--- config.mk ---
export PLATFORM = sky130hd
export DESIGN_NAME = tcp_timer
export DESIGN_NICKNAME = d
export VERILOG_FILES = /design/src/tcp_pkg.sv /design/src/tcp_clk_sel.sv /design/src/tcp_deadband.sv /design/src/tcp_timer.sv
export VERILOG_INCLUDE_DIRS = /design/src
export SDC_FILE = /design/constraint.sdc
export NUM_CORES = 1
export LEC_CHECK = 0
export BUFFER_PORTS_ARGS = -buffer_cell sky130_fd_sc_hd__clkbuf_2
export CORE_MARGIN = 2
export CORE_UTILIZATION = 60
export CTS_BUF_LIST = sky130_fd_sc_hd__clkbuf_8
export DETAILED_ROUTE_END_ITERATION = 10
export GPL_TIMING_DRIVEN = 0
export HOLD_SLACK_MARGIN = 0.08
export PLACE_DENSITY_LB_ADDON = 0.25
export SYNTH_ARGS = -nofsm -noshare
export SYNTH_HDL_FRONTEND = slang
export SYNTH_HIERARCHICAL = 1
export SYNTH_SLANG_ARGS = --single-unit
--- constraint.sdc ---
create_clock -name i_ref_clk -period 5.3 [get_ports i_ref_clk]
set_clock_uncertainty 0.1 [all_clocks]
set_input_delay 1.06 -clock i_ref_clk [delete_from_list [all_inputs] [get_ports i_ref_clk]]
set_output_delay 1.06 -clock i_ref_clk [all_outputs]
set_load 0.05 [all_outputs]
--- src/tcp_defines.svh ---
// register map, field positions, reset values and widths of the timer block
`ifndef TCP_DEFINES_SVH
`define TCP_DEFINES_SVH

`define TCP_AW            4
`define TCP_DW            16

`define TCP_ADDR_CTRL     4'h0
`define TCP_ADDR_PERIOD   4'h1
`define TCP_ADDR_COMPARE  4'h2
`define TCP_ADDR_COUNT    4'h3
`define TCP_ADDR_CAPTURE  4'h4
`define TCP_ADDR_DEADBAND 4'h5
`define TCP_ADDR_IRQ_STAT 4'h6
`define TCP_ADDR_IRQ_CLR  4'h7
`define TCP_ADDR_IRQ_EN   4'h8

`define TCP_CTRL_EN       0
`define TCP_CTRL_START    1
`define TCP_CTRL_MODE     3:2
`define TCP_CTRL_CMP      6:4
`define TCP_CTRL_CLK      8:7
`define TCP_CTRL_TCSEL    9

`define TCP_IRQ_TC        0
`define TCP_IRQ_CMP       1
`define TCP_IRQ_CAP       2
`define TCP_IRQ_W         3

`define TCP_RST_PERIOD    16'hffff
`define TCP_RST_COMPARE   16'h8000
`define TCP_RST_DEADBAND  16'h0000
`define TCP_RST_IRQ       3'h0
`define TCP_ZERO_DATA     16'h0000

`endif

--- src/tcp_pkg.sv ---
// types shared by the timer block
package tcp_pkg;

	typedef enum logic [1:0] {
		TCP_MODE_FREE    = 2'b00,
		TCP_MODE_ONESHOT = 2'b01,
		TCP_MODE_ENCTL   = 2'b10
	} tcp_mode_e;

	typedef enum logic [2:0] {
		TCP_CMP_LT  = 3'b000,
		TCP_CMP_LTE = 3'b001,
		TCP_CMP_EQ  = 3'b010,
		TCP_CMP_GTE = 3'b011,
		TCP_CMP_GT  = 3'b100
	} tcp_cmp_e;

	typedef struct packed {
		logic      tc_sel;
		logic [1:0] clk_sel;
		tcp_cmp_e  cmp_mode;
		tcp_mode_e mode;
		logic      enable;
	} tcp_ctrl_s;

	typedef struct packed {
		logic cap;
		logic cmp;
		logic tc;
	} tcp_evt_s;

endpackage : tcp_pkg

--- src/tcp_clk_sel.sv ---
// counting clock source selection as a one-cycle tick
`timescale 1ns/1ps
module tcp_clk_sel #(
	parameter int N_SRC = 4
) (
	// clock and reset
	input  wire logic                     i_clk,
	input  wire logic                     i_rst_n,
	// sources and selection
	input  wire logic [N_SRC-1:0]         i_src,
	input  wire logic [$clog2(N_SRC)-1:0] i_sel,
	// tick out
	output logic                          o_tick
);

	// parameter check
	if (N_SRC < 2 || (N_SRC & (N_SRC - 1)) != 0) begin : g_bad_n_src
		$error("N_SRC must be a power of two, at least 2");
	end

	logic [N_SRC-1:0] prev_ff;
	logic [N_SRC-1:0] rise;

	always_ff @(posedge i_clk or negedge i_rst_n) begin
		if (!i_rst_n) begin
			prev_ff <= '0;
		end else begin
			prev_ff <= i_src;
		end
	end

	// rising edge of each source
	for (genvar g = 0; g < N_SRC; g++) begin : g_rise
		assign rise[g] = i_src[g] & ~prev_ff[g];
	end

	assign o_tick = rise[i_sel];

endmodule : tcp_clk_sel

--- src/tcp_deadband.sv ---
// complementary output pair with deadband and kill
`timescale 1ns/1ps
module tcp_deadband #(
	parameter int DB_W = 8
) (
	// clock and reset
	input  wire logic            i_clk,
	input  wire logic            i_rst_n,
	// control
	input  wire logic            i_pwm,
	input  wire logic            i_kill,
	input  wire logic [DB_W-1:0] i_db,
	// outputs
	output logic                 o_pos,
	output logic                 o_neg
);

	// parameter check
	if (DB_W < 1) begin : g_bad_db_w
		$error("DB_W must be at least 1");
	end

	logic            lvl_ff;
	logic [DB_W-1:0] dcnt_ff;
	logic            pos_ff;
	logic            neg_ff;
	logic            idle;

	assign idle = (i_pwm == lvl_ff) && (dcnt_ff == '0);

	always_ff @(posedge i_clk or negedge i_rst_n) begin
		if (!i_rst_n) begin
			lvl_ff  <= 1'b0;
			dcnt_ff <= '0;
		end else begin
			lvl_ff <= i_pwm;
			if (i_pwm != lvl_ff) begin
				dcnt_ff <= i_db;
			end else if (dcnt_ff != '0) begin
				dcnt_ff <= dcnt_ff - 1'b1;
			end
		end
	end

	// both low during the gap and while killed
	always_ff @(posedge i_clk or negedge i_rst_n) begin
		if (!i_rst_n) begin
			pos_ff <= 1'b0;
			neg_ff <= 1'b0;
		end else begin
			pos_ff <= ~i_kill & idle & lvl_ff;
			neg_ff <= ~i_kill & idle & ~lvl_ff;
		end
	end

	assign o_pos = pos_ff;
	assign o_neg = neg_ff;

endmodule : tcp_deadband

--- src/tcp_timer.sv ---
// 16-bit down-counting timer, counter and pwm unit with register port
//
// How it works
// - the counter is sixteen bits wide and only ever counts down
// - compare asserts on less, less-equal, equal, greater-equal or greater
// - period reloads on start, on the reset input and on terminal count
// - terminal count, compare true and capture each may raise the interrupt
// - one-shot runs a single period then stops until started again
// - enable-controlled mode decrements only while the enable input is high
// - free-running mode reloads after terminal count and keeps counting
// - compare output, terminal count or complementary compare, interrupt line
// - kill forces the compare-driven outputs inactive; routed logic drives kill
// - a capture event latches the full counter value for software to read
// - true and complementary pwm with programmable deadband, both off in gap
// - counting clock chosen from several sources by configuration
//
// Our own choices: the strobed register port and the register offsets.
`timescale 1ns/1ps
`include "tcp_defines.svh"
module tcp_timer #(
	parameter int CNT_W = 16,
	parameter int DB_W  = 8,
	parameter int N_CLK = 4
) (
	// clock and reset
	input  wire logic              i_ref_clk,
	input  wire logic              i_rst_n,
	// register port
	input  wire logic [`TCP_AW-1:0] i_addr,
	input  wire logic [`TCP_DW-1:0] i_wdata,
	input  wire logic              i_wr,
	input  wire logic              i_rd,
	output logic [`TCP_DW-1:0]     o_rdata,
	// routed inputs
	input  wire logic [N_CLK-1:0]  i_clk_src,
	input  wire logic              i_enable,
	input  wire logic              i_tmr_reset,
	input  wire logic              i_capture,
	input  wire logic              i_kill,
	// routed outputs
	output logic                   o_cmp,
	output logic                   o_cmp_n,
	output logic                   o_tc,
	output logic                   o_irq,
	output tcp_pkg::tcp_evt_s      o_events
);
	import tcp_pkg::*;

	// parameter check
	if (CNT_W < 2 || CNT_W > `TCP_DW) begin : g_bad_cnt_w
		$error("CNT_W must lie between 2 and the data width");
	end
	if (DB_W < 1 || DB_W > `TCP_DW) begin : g_bad_db_w
		$error("DB_W must lie between 1 and the data width");
	end
	if (N_CLK != 2 && N_CLK != 4) begin : g_bad_n_clk
		$error("N_CLK must be 2 or 4");
	end

	localparam int SEL_W = $clog2(N_CLK);

	// reset release
	logic rst_meta_ff;
	logic rst_n_ff;

	always_ff @(posedge i_ref_clk or negedge i_rst_n) begin
		if (!i_rst_n) begin
			rst_meta_ff <= 1'b0;
			rst_n_ff    <= 1'b0;
		end else begin
			rst_meta_ff <= 1'b1;
			rst_n_ff    <= rst_meta_ff;
		end
	end

	// register state
	tcp_ctrl_s             ctrl_ff;
	logic [CNT_W-1:0]      period_ff;
	logic [CNT_W-1:0]      compare_ff;
	logic [DB_W-1:0]       db_ff;
	logic [`TCP_IRQ_W-1:0] irq_stat_ff;
	logic [`TCP_IRQ_W-1:0] irq_en_ff;
	logic [`TCP_DW-1:0]    rdata_ff;

	// counter state
	logic [CNT_W-1:0]      count_ff;
	logic [CNT_W-1:0]      capture_ff;
	logic                  run_ff;
	logic                  tc_ff;
	logic                  cmp_ff;
	logic                  cap_prev_ff;
	tcp_evt_s              evt_ff;

	// decode
	logic                  wr_ctrl;
	logic                  start;
	logic                  reload;
	logic                  tick;
	logic                  step;
	logic                  at_zero;
	logic                  tc_evt;
	logic                  cmp_now;
	logic                  cmp_evt;
	logic                  cap_evt;
	logic [`TCP_IRQ_W-1:0] irq_set;
	logic [`TCP_IRQ_W-1:0] irq_clr;
	logic                  pwm_pos;
	logic                  pwm_neg;
	logic [`TCP_DW-1:0]    nxt_rdata;

	assign wr_ctrl = i_wr && (i_addr == `TCP_ADDR_CTRL);
	assign start   = wr_ctrl && i_wdata[`TCP_CTRL_START];
	assign reload  = start || i_tmr_reset;
	assign at_zero = (count_ff == '0);

	// counting clock source
	tcp_clk_sel #(
		.N_SRC (N_CLK)
	) u_clk_sel (
		.i_clk   (i_ref_clk),
		.i_rst_n (rst_n_ff),
		.i_src   (i_clk_src),
		.i_sel   (ctrl_ff.clk_sel[SEL_W-1:0]),
		.o_tick  (tick)
	);

	// count only when running, and gated by enable in its mode
	always_comb begin
		step = run_ff && tick;
		if (ctrl_ff.mode == TCP_MODE_ENCTL) begin
			step = step && i_enable;
		end
	end

	assign tc_evt = step && at_zero && !reload;

	// control register
	always_ff @(posedge i_ref_clk or negedge rst_n_ff) begin
		if (!rst_n_ff) begin
			ctrl_ff <= '0;
		end else if (wr_ctrl) begin
			ctrl_ff.enable   <= i_wdata[`TCP_CTRL_EN];
			ctrl_ff.mode     <= tcp_mode_e'(i_wdata[`TCP_CTRL_MODE]);
			ctrl_ff.cmp_mode <= tcp_cmp_e'(i_wdata[`TCP_CTRL_CMP]);
			ctrl_ff.clk_sel  <= i_wdata[`TCP_CTRL_CLK];
			ctrl_ff.tc_sel   <= i_wdata[`TCP_CTRL_TCSEL];
		end
	end

	// period, compare and deadband registers
	always_ff @(posedge i_ref_clk or negedge rst_n_ff) begin
		if (!rst_n_ff) begin
			period_ff  <= CNT_W'(`TCP_RST_PERIOD);
			compare_ff <= CNT_W'(`TCP_RST_COMPARE);
			db_ff      <= DB_W'(`TCP_RST_DEADBAND);
		end else if (i_wr) begin
			unique case (i_addr)
				`TCP_ADDR_PERIOD:   period_ff  <= i_wdata[CNT_W-1:0];
				`TCP_ADDR_COMPARE:  compare_ff <= i_wdata[CNT_W-1:0];
				`TCP_ADDR_DEADBAND: db_ff      <= i_wdata[DB_W-1:0];
				default: begin
				end
			endcase
		end
	end

	// run state
	always_ff @(posedge i_ref_clk or negedge rst_n_ff) begin
		if (!rst_n_ff) begin
			run_ff <= 1'b0;
		end else if (start) begin
			run_ff <= i_wdata[`TCP_CTRL_EN];
		end else if (!ctrl_ff.enable) begin
			run_ff <= 1'b0;
		end else if (tc_evt && ctrl_ff.mode == TCP_MODE_ONESHOT) begin
			run_ff <= 1'b0;
		end
	end

	// down counter
	always_ff @(posedge i_ref_clk or negedge rst_n_ff) begin
		if (!rst_n_ff) begin
			count_ff <= CNT_W'(`TCP_RST_PERIOD);
		end else if (reload) begin
			count_ff <= period_ff;
		end else if (step) begin
			if (at_zero) begin
				count_ff <= period_ff;
			end else begin
				count_ff <= count_ff - 1'b1;
			end
		end
	end

	// terminal count pulse
	always_ff @(posedge i_ref_clk or negedge rst_n_ff) begin
		if (!rst_n_ff) begin
			tc_ff <= 1'b0;
		end else begin
			tc_ff <= tc_evt;
		end
	end

	// comparator
	always_comb begin
		unique case (ctrl_ff.cmp_mode)
			TCP_CMP_LT:  cmp_now = count_ff <  compare_ff;
			TCP_CMP_LTE: cmp_now = count_ff <= compare_ff;
			TCP_CMP_EQ:  cmp_now = count_ff == compare_ff;
			TCP_CMP_GTE: cmp_now = count_ff >= compare_ff;
			TCP_CMP_GT:  cmp_now = count_ff >  compare_ff;
			default:     cmp_now = 1'b0;
		endcase
	end

	always_ff @(posedge i_ref_clk or negedge rst_n_ff) begin
		if (!rst_n_ff) begin
			cmp_ff <= 1'b0;
		end else begin
			cmp_ff <= cmp_now;
		end
	end

	assign cmp_evt = cmp_now && !cmp_ff;

	// pwm pair with deadband and kill
	tcp_deadband #(
		.DB_W (DB_W)
	) u_deadband (
		.i_clk   (i_ref_clk),
		.i_rst_n (rst_n_ff),
		.i_pwm   (cmp_ff),
		.i_kill  (i_kill),
		.i_db    (db_ff),
		.o_pos   (pwm_pos),
		.o_neg   (pwm_neg)
	);

	// capture
	assign cap_evt = i_capture && !cap_prev_ff;

	always_ff @(posedge i_ref_clk or negedge rst_n_ff) begin
		if (!rst_n_ff) begin
			cap_prev_ff <= 1'b0;
		end else begin
			cap_prev_ff <= i_capture;
		end
	end

	always_ff @(posedge i_ref_clk or negedge rst_n_ff) begin
		if (!rst_n_ff) begin
			capture_ff <= '0;
		end else if (cap_evt) begin
			capture_ff <= count_ff;
		end
	end

	// event pulses
	always_ff @(posedge i_ref_clk or negedge rst_n_ff) begin
		if (!rst_n_ff) begin
			evt_ff <= '0;
		end else begin
			evt_ff.tc  <= tc_evt;
			evt_ff.cmp <= cmp_evt;
			evt_ff.cap <= cap_evt;
		end
	end

	// interrupt status, set wins over clear
	always_comb begin
		irq_set               = '0;
		irq_set[`TCP_IRQ_TC]  = tc_evt;
		irq_set[`TCP_IRQ_CMP] = cmp_evt;
		irq_set[`TCP_IRQ_CAP] = cap_evt;
		irq_clr               = '0;
		if (i_wr && i_addr == `TCP_ADDR_IRQ_CLR) begin
			irq_clr = i_wdata[`TCP_IRQ_W-1:0];
		end
	end

	always_ff @(posedge i_ref_clk or negedge rst_n_ff) begin
		if (!rst_n_ff) begin
			irq_stat_ff <= `TCP_RST_IRQ;
		end else begin
			irq_stat_ff <= (irq_stat_ff & ~irq_clr) | irq_set;
		end
	end

	always_ff @(posedge i_ref_clk or negedge rst_n_ff) begin
		if (!rst_n_ff) begin
			irq_en_ff <= `TCP_RST_IRQ;
		end else if (i_wr && i_addr == `TCP_ADDR_IRQ_EN) begin
			irq_en_ff <= i_wdata[`TCP_IRQ_W-1:0];
		end
	end

	// read path
	always_comb begin
		nxt_rdata = `TCP_ZERO_DATA;
		unique case (i_addr)
			`TCP_ADDR_CTRL: begin
				nxt_rdata[`TCP_CTRL_EN]    = ctrl_ff.enable;
				nxt_rdata[`TCP_CTRL_START] = run_ff;
				nxt_rdata[`TCP_CTRL_MODE]  = ctrl_ff.mode;
				nxt_rdata[`TCP_CTRL_CMP]   = ctrl_ff.cmp_mode;
				nxt_rdata[`TCP_CTRL_CLK]   = ctrl_ff.clk_sel;
				nxt_rdata[`TCP_CTRL_TCSEL] = ctrl_ff.tc_sel;
			end
			`TCP_ADDR_PERIOD:   nxt_rdata = `TCP_DW'(period_ff);
			`TCP_ADDR_COMPARE:  nxt_rdata = `TCP_DW'(compare_ff);
			`TCP_ADDR_COUNT:    nxt_rdata = `TCP_DW'(count_ff);
			`TCP_ADDR_CAPTURE:  nxt_rdata = `TCP_DW'(capture_ff);
			`TCP_ADDR_DEADBAND: nxt_rdata = `TCP_DW'(db_ff);
			`TCP_ADDR_IRQ_STAT: nxt_rdata = `TCP_DW'(irq_stat_ff);
			`TCP_ADDR_IRQ_EN:   nxt_rdata = `TCP_DW'(irq_en_ff);
			default:            nxt_rdata = `TCP_ZERO_DATA;
		endcase
	end

	always_ff @(posedge i_ref_clk or negedge rst_n_ff) begin
		if (!rst_n_ff) begin
			rdata_ff <= `TCP_ZERO_DATA;
		end else if (i_rd) begin
			rdata_ff <= nxt_rdata;
		end else begin
			rdata_ff <= `TCP_ZERO_DATA;
		end
	end

	// outputs
	assign o_rdata  = rdata_ff;
	assign o_cmp    = pwm_pos;
	assign o_cmp_n  = pwm_neg;
	assign o_tc     = ctrl_ff.tc_sel ? pwm_neg : tc_ff;
	assign o_irq    = |(irq_stat_ff & irq_en_ff);
	assign o_events = evt_ff;

endmodule : tcp_timer

==> metrics.yaml, run 1 <==
outcome: "completed"
area_growth_pct: 14.9
multi_input_comb_area_mm2: 0.00287
crit_type: "in2reg"
grt_max_degree: 64
synth_top_flop_cell: "dfrtp_1"
drcViolationCount: 0
slew_violations: 0
yosysMostFrequentCell: "dfrtp_1"
clk_path_buf_depth: 2
final_util: 0.707
postRouteAntennaNets: 0
ir_worst_vdd_v: 0.000354
synth-seq-cells: 126
syn_inst: 588
final_nets: 713
first_iter_violations: 465
dp_hpwl_um: 11400
die_x_um: 107
fin_crit_ns: 2.75
path_clk_slew_ns: 0.08
cts_tree: "done"
vias: 5070
crit_start: "i_addr[3]"
area.sequential_mm2: 0.00320
place_area_mm2: 0.00682
start_util: 0.615
num_rows: 37
powerDensity_mw_per_mm2: 475
grt_usage: 0.297
p_leak_uw: 0.00320
hold_viol: 0
fp.dieArea_mm2: 0.0114
yosysTopAreaCell: "dfrtp_1"
synth_async_sr_flop_share: 1.00
cp_max_fo: 10
final_area_mm2: 0.00730
yosysWarningCount: 6
worstRegToRegCells: 7
core_mm2: 0.0103
timing.final.crit_share: 0.519
ctsHoldBuffers: 0
drv_cap: 0
fin_tns_setup_ns: 0
dp_slack_ns: 2.16
tightest_slew_ns: 1.00
port_buffers: 53
syn-cell-area_mm2: 0.00635
max_freq_mhz: 364
synth_nets: 640
cts_root_buf: "clkbuf_8"
ys_top_cells_by_area: "dfrtp_1 37%, dfstp_2 14%, mux2_2 8.5%"
cp.required_ns: 5.53
yosysUniqueCellTypes: 66
layout-drive-gt1-share: 0.306
synth-edff-count: 0
reg2reg_from: "compare_ff[15]$_DFFE_PN1P_"
seq_area_frac_synth: 0.503
antenna_found_initial: 0
hp-class: "reg2reg"
grt_pass1_vias: 4999
dp.cells: 778
crit_path_start_kind: "input pin"
num_antenna_cells: 0
htree_levels: 4
die_h_um: 107
r2r_setup_slack_ns: 2.72
clock_latency_ns: 0.44
numCtsBuffers: 17
rsz0062_at_grt: "no"
cts.sinks: 126
end_kind: "flop"
fin_ws_ns: 2.55
slew_headroom: 0.329
wl_um: 15900
synth_common_cells: "93 x dfrtp_1, 55 x nand2_1, 48 x mux2_2"
drtPass1Iterations: 5
grt_pass1_wl_um: 25700
wl_per_cell_um: 19.7
finalNonFillerCells: 810
post-cts-setup-buffers: 0
grt-ovfl-total: 0
finalSetupViolCount: 0
crit-reg2reg-capture: "irq_stat_ff[1]$_DFF_PN0_"
ios: 55
cts-resized-gates: 0
syn_avg_cell_area_um2: 10.8
worst_ep_arrival_time_ns: 2.98
gp_congestion: 0.917
n_fill_cell: 765
synth_top_area_frac: 0.366
endpoint: "o_rdata[6]$_DFF_PN0_"
viasPerCell: 6.26
-- state kept, by name, indices dropped and copies added, names as in the netlist, 3 cells and up --
register            count
irq_en_ff               3
u_deadband/dcnt_ff      8
ctrl_ff                 9
compare_ff             16
u_clk_sel/prev_ff       4
db_ff                   8
count_ff               16
period_ff              16
irq_stat_ff             3
o_rdata                16
capture_ff             16
o_events                3
-- how the worst min path moves through the flow --
stage,start,endpoint,slack [ns],depth (start not counted)
2_1_floorplan,rst_meta_ff$_DFF_PN0_,rst_n_ff$_DFF_PN0_,0.23,0
3_3_place_gp,rst_meta_ff$_DFF_PN0_,rst_n_ff$_DFF_PN0_,0.24,0
3_5_place_dp,rst_meta_ff$_DFF_PN0_,rst_n_ff$_DFF_PN0_,0.23,0
4_1_cts,rst_meta_ff$_DFF_PN0_,rst_n_ff$_DFF_PN0_,0.25,0
5_1_grt,i_rst_n,rst_meta_ff$_DFF_PN0_,0.27,1
6_report,rst_meta_ff$_DFF_PN0_,rst_n_ff$_DFF_PN0_,0.25,0
-- final cells by class --
cell class                      instances  share of cell area
Multi-Input combinational cell        401               0.393
Buffer                                 29              0.0228
Clock inverter                         13              0.0300
Tap cell                              136              0.0233
Timing Repair Buffer                   54              0.0401
Inverter                               32              0.0165
Sequential cell                       126               0.438
Clock buffer                           19              0.0358
-- cells by family (layout without fill, tap and decap cells) --
family,Yosys count,after routing,synth area share
xor gates and xnor gates,5,5,0.00689
other,1,1,0.000590
adders and majority gates,20,20,0.0394
AOI/OAI and AO/OA,162,162,0.168
and+or+nand+nor,158,158,0.136
muxes,55,55,0.101
DFF,126,126,0.503
buffers and inverters,61,147,0.0451
-- report_power, final --
group	internal, uW	switching (uW)	leakage [uW]	total [uW]
Sequential	1250	260	0.00153	1510
Combinational	410	543	0.00143	952
Clock	627	373	0.000248	1000
-- critical path, cell delays in order --
cell,delay (ns)
clkbuf_2,0.15
buf_2,0.22
nor3_4,0.49
clkbuf_1,0.62
a22oi_1,0.19
a31oi_1,0.25
-- stage by stage --
stage | total power [uW] | hold WS [ns]
6_report | 3470 | 0.248
5_1_grt | 3660 | 0.269
4_1_cts | 3460 | 0.251
3_5_place_dp | 2450 | 0.235
3_3_place_gp | 2390 | 0.237
2_1_floorplan | 2160 | 0.231
-- cells in the final DEF, fill, tap and decap left out, types with 4 or more instances in the layout --
cell       instances
nand2_1           55
nor3b_1            4
a22oi_1           23
inv_1             34
nor2b_1            8
nor3_1            11
dfstp_2           33
clkbuf_2          53
nor2_1            23
buf_4              4
dfrtp_1           92
buf_6              4
clkbuf_1           9
a31oi_1            8
nor4_1             9
ha_1              20
bufinv_16          6
o21ai_1            8
nand3_1           10
clkbuf_8          19
mux2_4             4
o31ai_1            5
nand2b_1           5
buf_2             10
o22ai_1            4
o21ai_0           44
a21oi_1           35
a222oi_1          11
mux2_2            48
xnor2_1            4
nand4_1            6
-- per-layer routing --
metal | wire [um] | track usage | vias up
met3 | 1290 | 0.0723 | 36
met4 | 490 | 0.124 | 0
li1 | - | - | 2315
met5 | 0 | 0 | -
met2 | 7370 | 0.455 | 247
met1 | 6780 | 0.408 | 2472
Power figures use the tool's default switching activity.
==> run 2: changes to the inputs <==
==> constraint.sdc (replaced) <==
create_clock -name i_ref_clk -period 2.8 [get_ports i_ref_clk]
set_clock_uncertainty 0.1 [all_clocks]
set_input_delay 0.56 -clock i_ref_clk [delete_from_list [all_inputs] [get_ports i_ref_clk]]
set_output_delay 0.56 -clock i_ref_clk [all_outputs]
set_load 0.05 [all_outputs]
==> run 2 against run 1 <==
Against the previous run: sequential share of layout area increased by 0.45 points; routed wire length grew 1.3%; clock power is 58% higher; setup slack worse by 2.3 ns; final cell count up 0.12%; non-clock buffer count up 1; sequential power is 89% higher; critical path depth is 1 higher; largest cell class unchanged.
==> metrics.yaml, run 2 (synthesis results as in run 1) <==
outcome: "completed"  # unchanged
final_util: 0.700  # was 0.707
r2r_setup_slack_ns: 0.20  # was 2.72 ns
cts_root_buf: "clkbuf_8"  # unchanged
die_h_um: 107  # unchanged
cts-resized-gates: 0  # unchanged
die_x_um: 107  # unchanged
clk_path_buf_depth: 2  # unchanged
hold_viol: 0  # unchanged
ctsHoldBuffers: 1  # was 0
pwr-share-clk: 0.254  # was 0.288
cts_tree: "done"  # unchanged
path_clk_slew_ns: 0.07  # was 0.08 ns
rsz0062_at_grt: "no"  # unchanged
slew_headroom: 0.314  # was 0.329
numCtsBuffers: 17  # unchanged
internal_power_uw: 4000  # was 2290 uW
num_rows: 37  # unchanged
fp.dieArea_mm2: 0.0114  # unchanged
first_iter_violations: 557  # was 465
grt_pass1_wl_um: 25900  # was 25700 um
p_leak_uw: 0.00316  # was 0.00320 uW
swShare: 0.359  # was 0.339
clock_latency_ns: 0.44  # about the same
whs_path_depth: 1  # was 0
area_growth_pct: 13.7  # was 14.9%
ios: 55  # unchanged
finalNonFillerCells: 811  # was 810
switching_power_uw: 2240  # was 1180 uW
cts.sinks: 126  # unchanged
antenna_found_initial: 0  # unchanged
layout-drive-gt1-share: 0.304  # was 0.306
cp_max_fo: 3  # was 10
end_kind: "flop"  # unchanged
cp.required_ns: 3.01  # was 5.53 ns
final_common_cell: "dfrtp_1"  # unchanged
vias: 5051  # was 5070
grt_usage: 0.299  # was 0.297
grt_max_degree: 71  # was 64
slew_violations: 0  # unchanged
gp_congestion: 0.918  # was 0.917
powerDensity_mw_per_mm2: 863  # was 475 mW/mm^2
port_buffers: 53  # unchanged
finalSetupViolCount: 0  # unchanged
drcViolationCount: 0  # unchanged
timing.final.crit_share: 0.927
viasPerCell: 6.23  # was 6.26
post-cts-setup-buffers: 0  # unchanged
hp-class: "in2reg"  # was reg2reg
tightest_slew_ns: 1.02  # was 1.00 ns
wl_um: 16100  # was 15900 um
drtPass1Iterations: 8  # was 5
power_frac_seq: 0.459  # was 0.437
crit_type: "reg2reg"  # was in2reg
whs_ns: 0.132  # was 0.248 ns
wl_per_cell_um: 19.9  # was 19.7 um
ir_worst_vdd_v: 0.000524  # was 0.000354 V
dp.cells: 778  # unchanged
dp_hpwl_um: 11400  # about the same
crit_path_start_kind: "flop"  # was input pin
n_fill_cell: 771  # was 765
grt-ovfl-total: 0  # unchanged
max_freq_mhz: 385
drv_cap: 0  # unchanged
grt_pass1_vias: 4846  # was 4999
worstRegToRegCells: 7  # unchanged
core_mm2: 0.0103  # unchanged
htree_levels: 4  # unchanged
num_antenna_cells: 0  # unchanged
fin_crit_ns: 2.60
final_nets: 714  # was 713
mostFrequentLayoutCells: "92 x dfrtp_1, 55 x nand2_1, 53 x clkbuf_2"  # unchanged
start_util: 0.615  # unchanged
fin_tns_setup_ns: 0  # unchanged
pwr-share-comb: 0.287  # was 0.275
postRouteAntennaNets: 0  # unchanged
worst_ep_arrival_time_ns: 2.81  # was 2.98 ns
-- run 2: cell types whose count changed in the layout (fill, tap and decap cells not counted), sizes merged --
| cell | before | now |
|---|---|---|
| inv | 34 | 36 |
| bufinv | 6 | 2 |
| dlygate4sd3 | 0 | 1 |
| clkbuf | 81 | 82 |
| clkinvlp | 1 | 3 |
| clkinv | 4 | 3 |
-- run 2: power groups by stage --
stage,registers [uW],logic (uW),clock network [uW]
global placement,2860,1660,0
CTS,2850,1770,1590
detailed placement,2880,1750,0
floorplan,2780,1320,0
finish,2860,1790,1580
global route,2930,2010,1680
-- run 2: final timing paths --
| kind | to | startpoint |
|---|---|---|
| hold reg to reg | rst_n_ff$_DFF_PN0_ | rst_meta_ff$_DFF_PN0_ |
| min in group asynchronous | u_deadband/lvl_ff$_DFF_PN0_ | rst_n_ff$_DFF_PN0_ |
| hold / removal | u_clk_sel/prev_ff[3]$_DFF_PN0_ | i_clk_src[3] |
| setup / recovery | irq_stat_ff[1]$_DFF_PN0_ | compare_ff[15]$_DFFE_PN1P_ |
| setup reg to reg | irq_stat_ff[1]$_DFF_PN0_ | compare_ff[15]$_DFFE_PN1P_ |
| max in group asynchronous | period_ff[14]$_DFFE_PN1P_ | rst_n_ff$_DFF_PN0_ |
-- run 2: area by class of cell --
| type | count | area, um^2 | share of cell area |
|---|---|---|---|
| timing repair buffer | 55 | 303 | 0.0419 |
| multi-input combinational | 401 | 2870 | 0.397 |
| tap | 136 | 170 | 0.0235 |
| inverter | 32 | 120 | 0.0166 |
| buffer | 29 | 166 | 0.0230 |
| clock buffer | 20 | 275 | 0.0381 |
| clock inverter | 12 | 121 | 0.0168 |
| sequential | 126 | 3200 | 0.443 |
-- run 2: worst max-delay path: stages (launching register included) --
cell and delay (ns):
dfstp_2 0.55, inv_1 0.05, ha_1 0.30, nand4_1 0.16
or2_2 0.36, o311ai_0 0.57, o31a_1 0.25, o221ai_1 0.12
-- run 2: metal layers --
layer  part of all wire  global-route usage  routed length (um)  up-vias
li1                   -                   -                   -     2313
met1               0.44               0.436                7020     2465
met2               0.46               0.443                7400      248
met3              0.086              0.0711                1380       25
met4              0.021               0.103                 335        0
met5                  0                   0                   0        -
-- run 2: stage by stage --
step	setup slack (ns)	instance area [um^2]	power, uW
after floorplan	0.587	6350	4090
after global placement	-0.0493	6790	4520
after detailed placement	0.201	6820	4630
after CTS	0.184	7230	6210
after global routing	0.0872	7230	6620
final	0.203	7230	6240
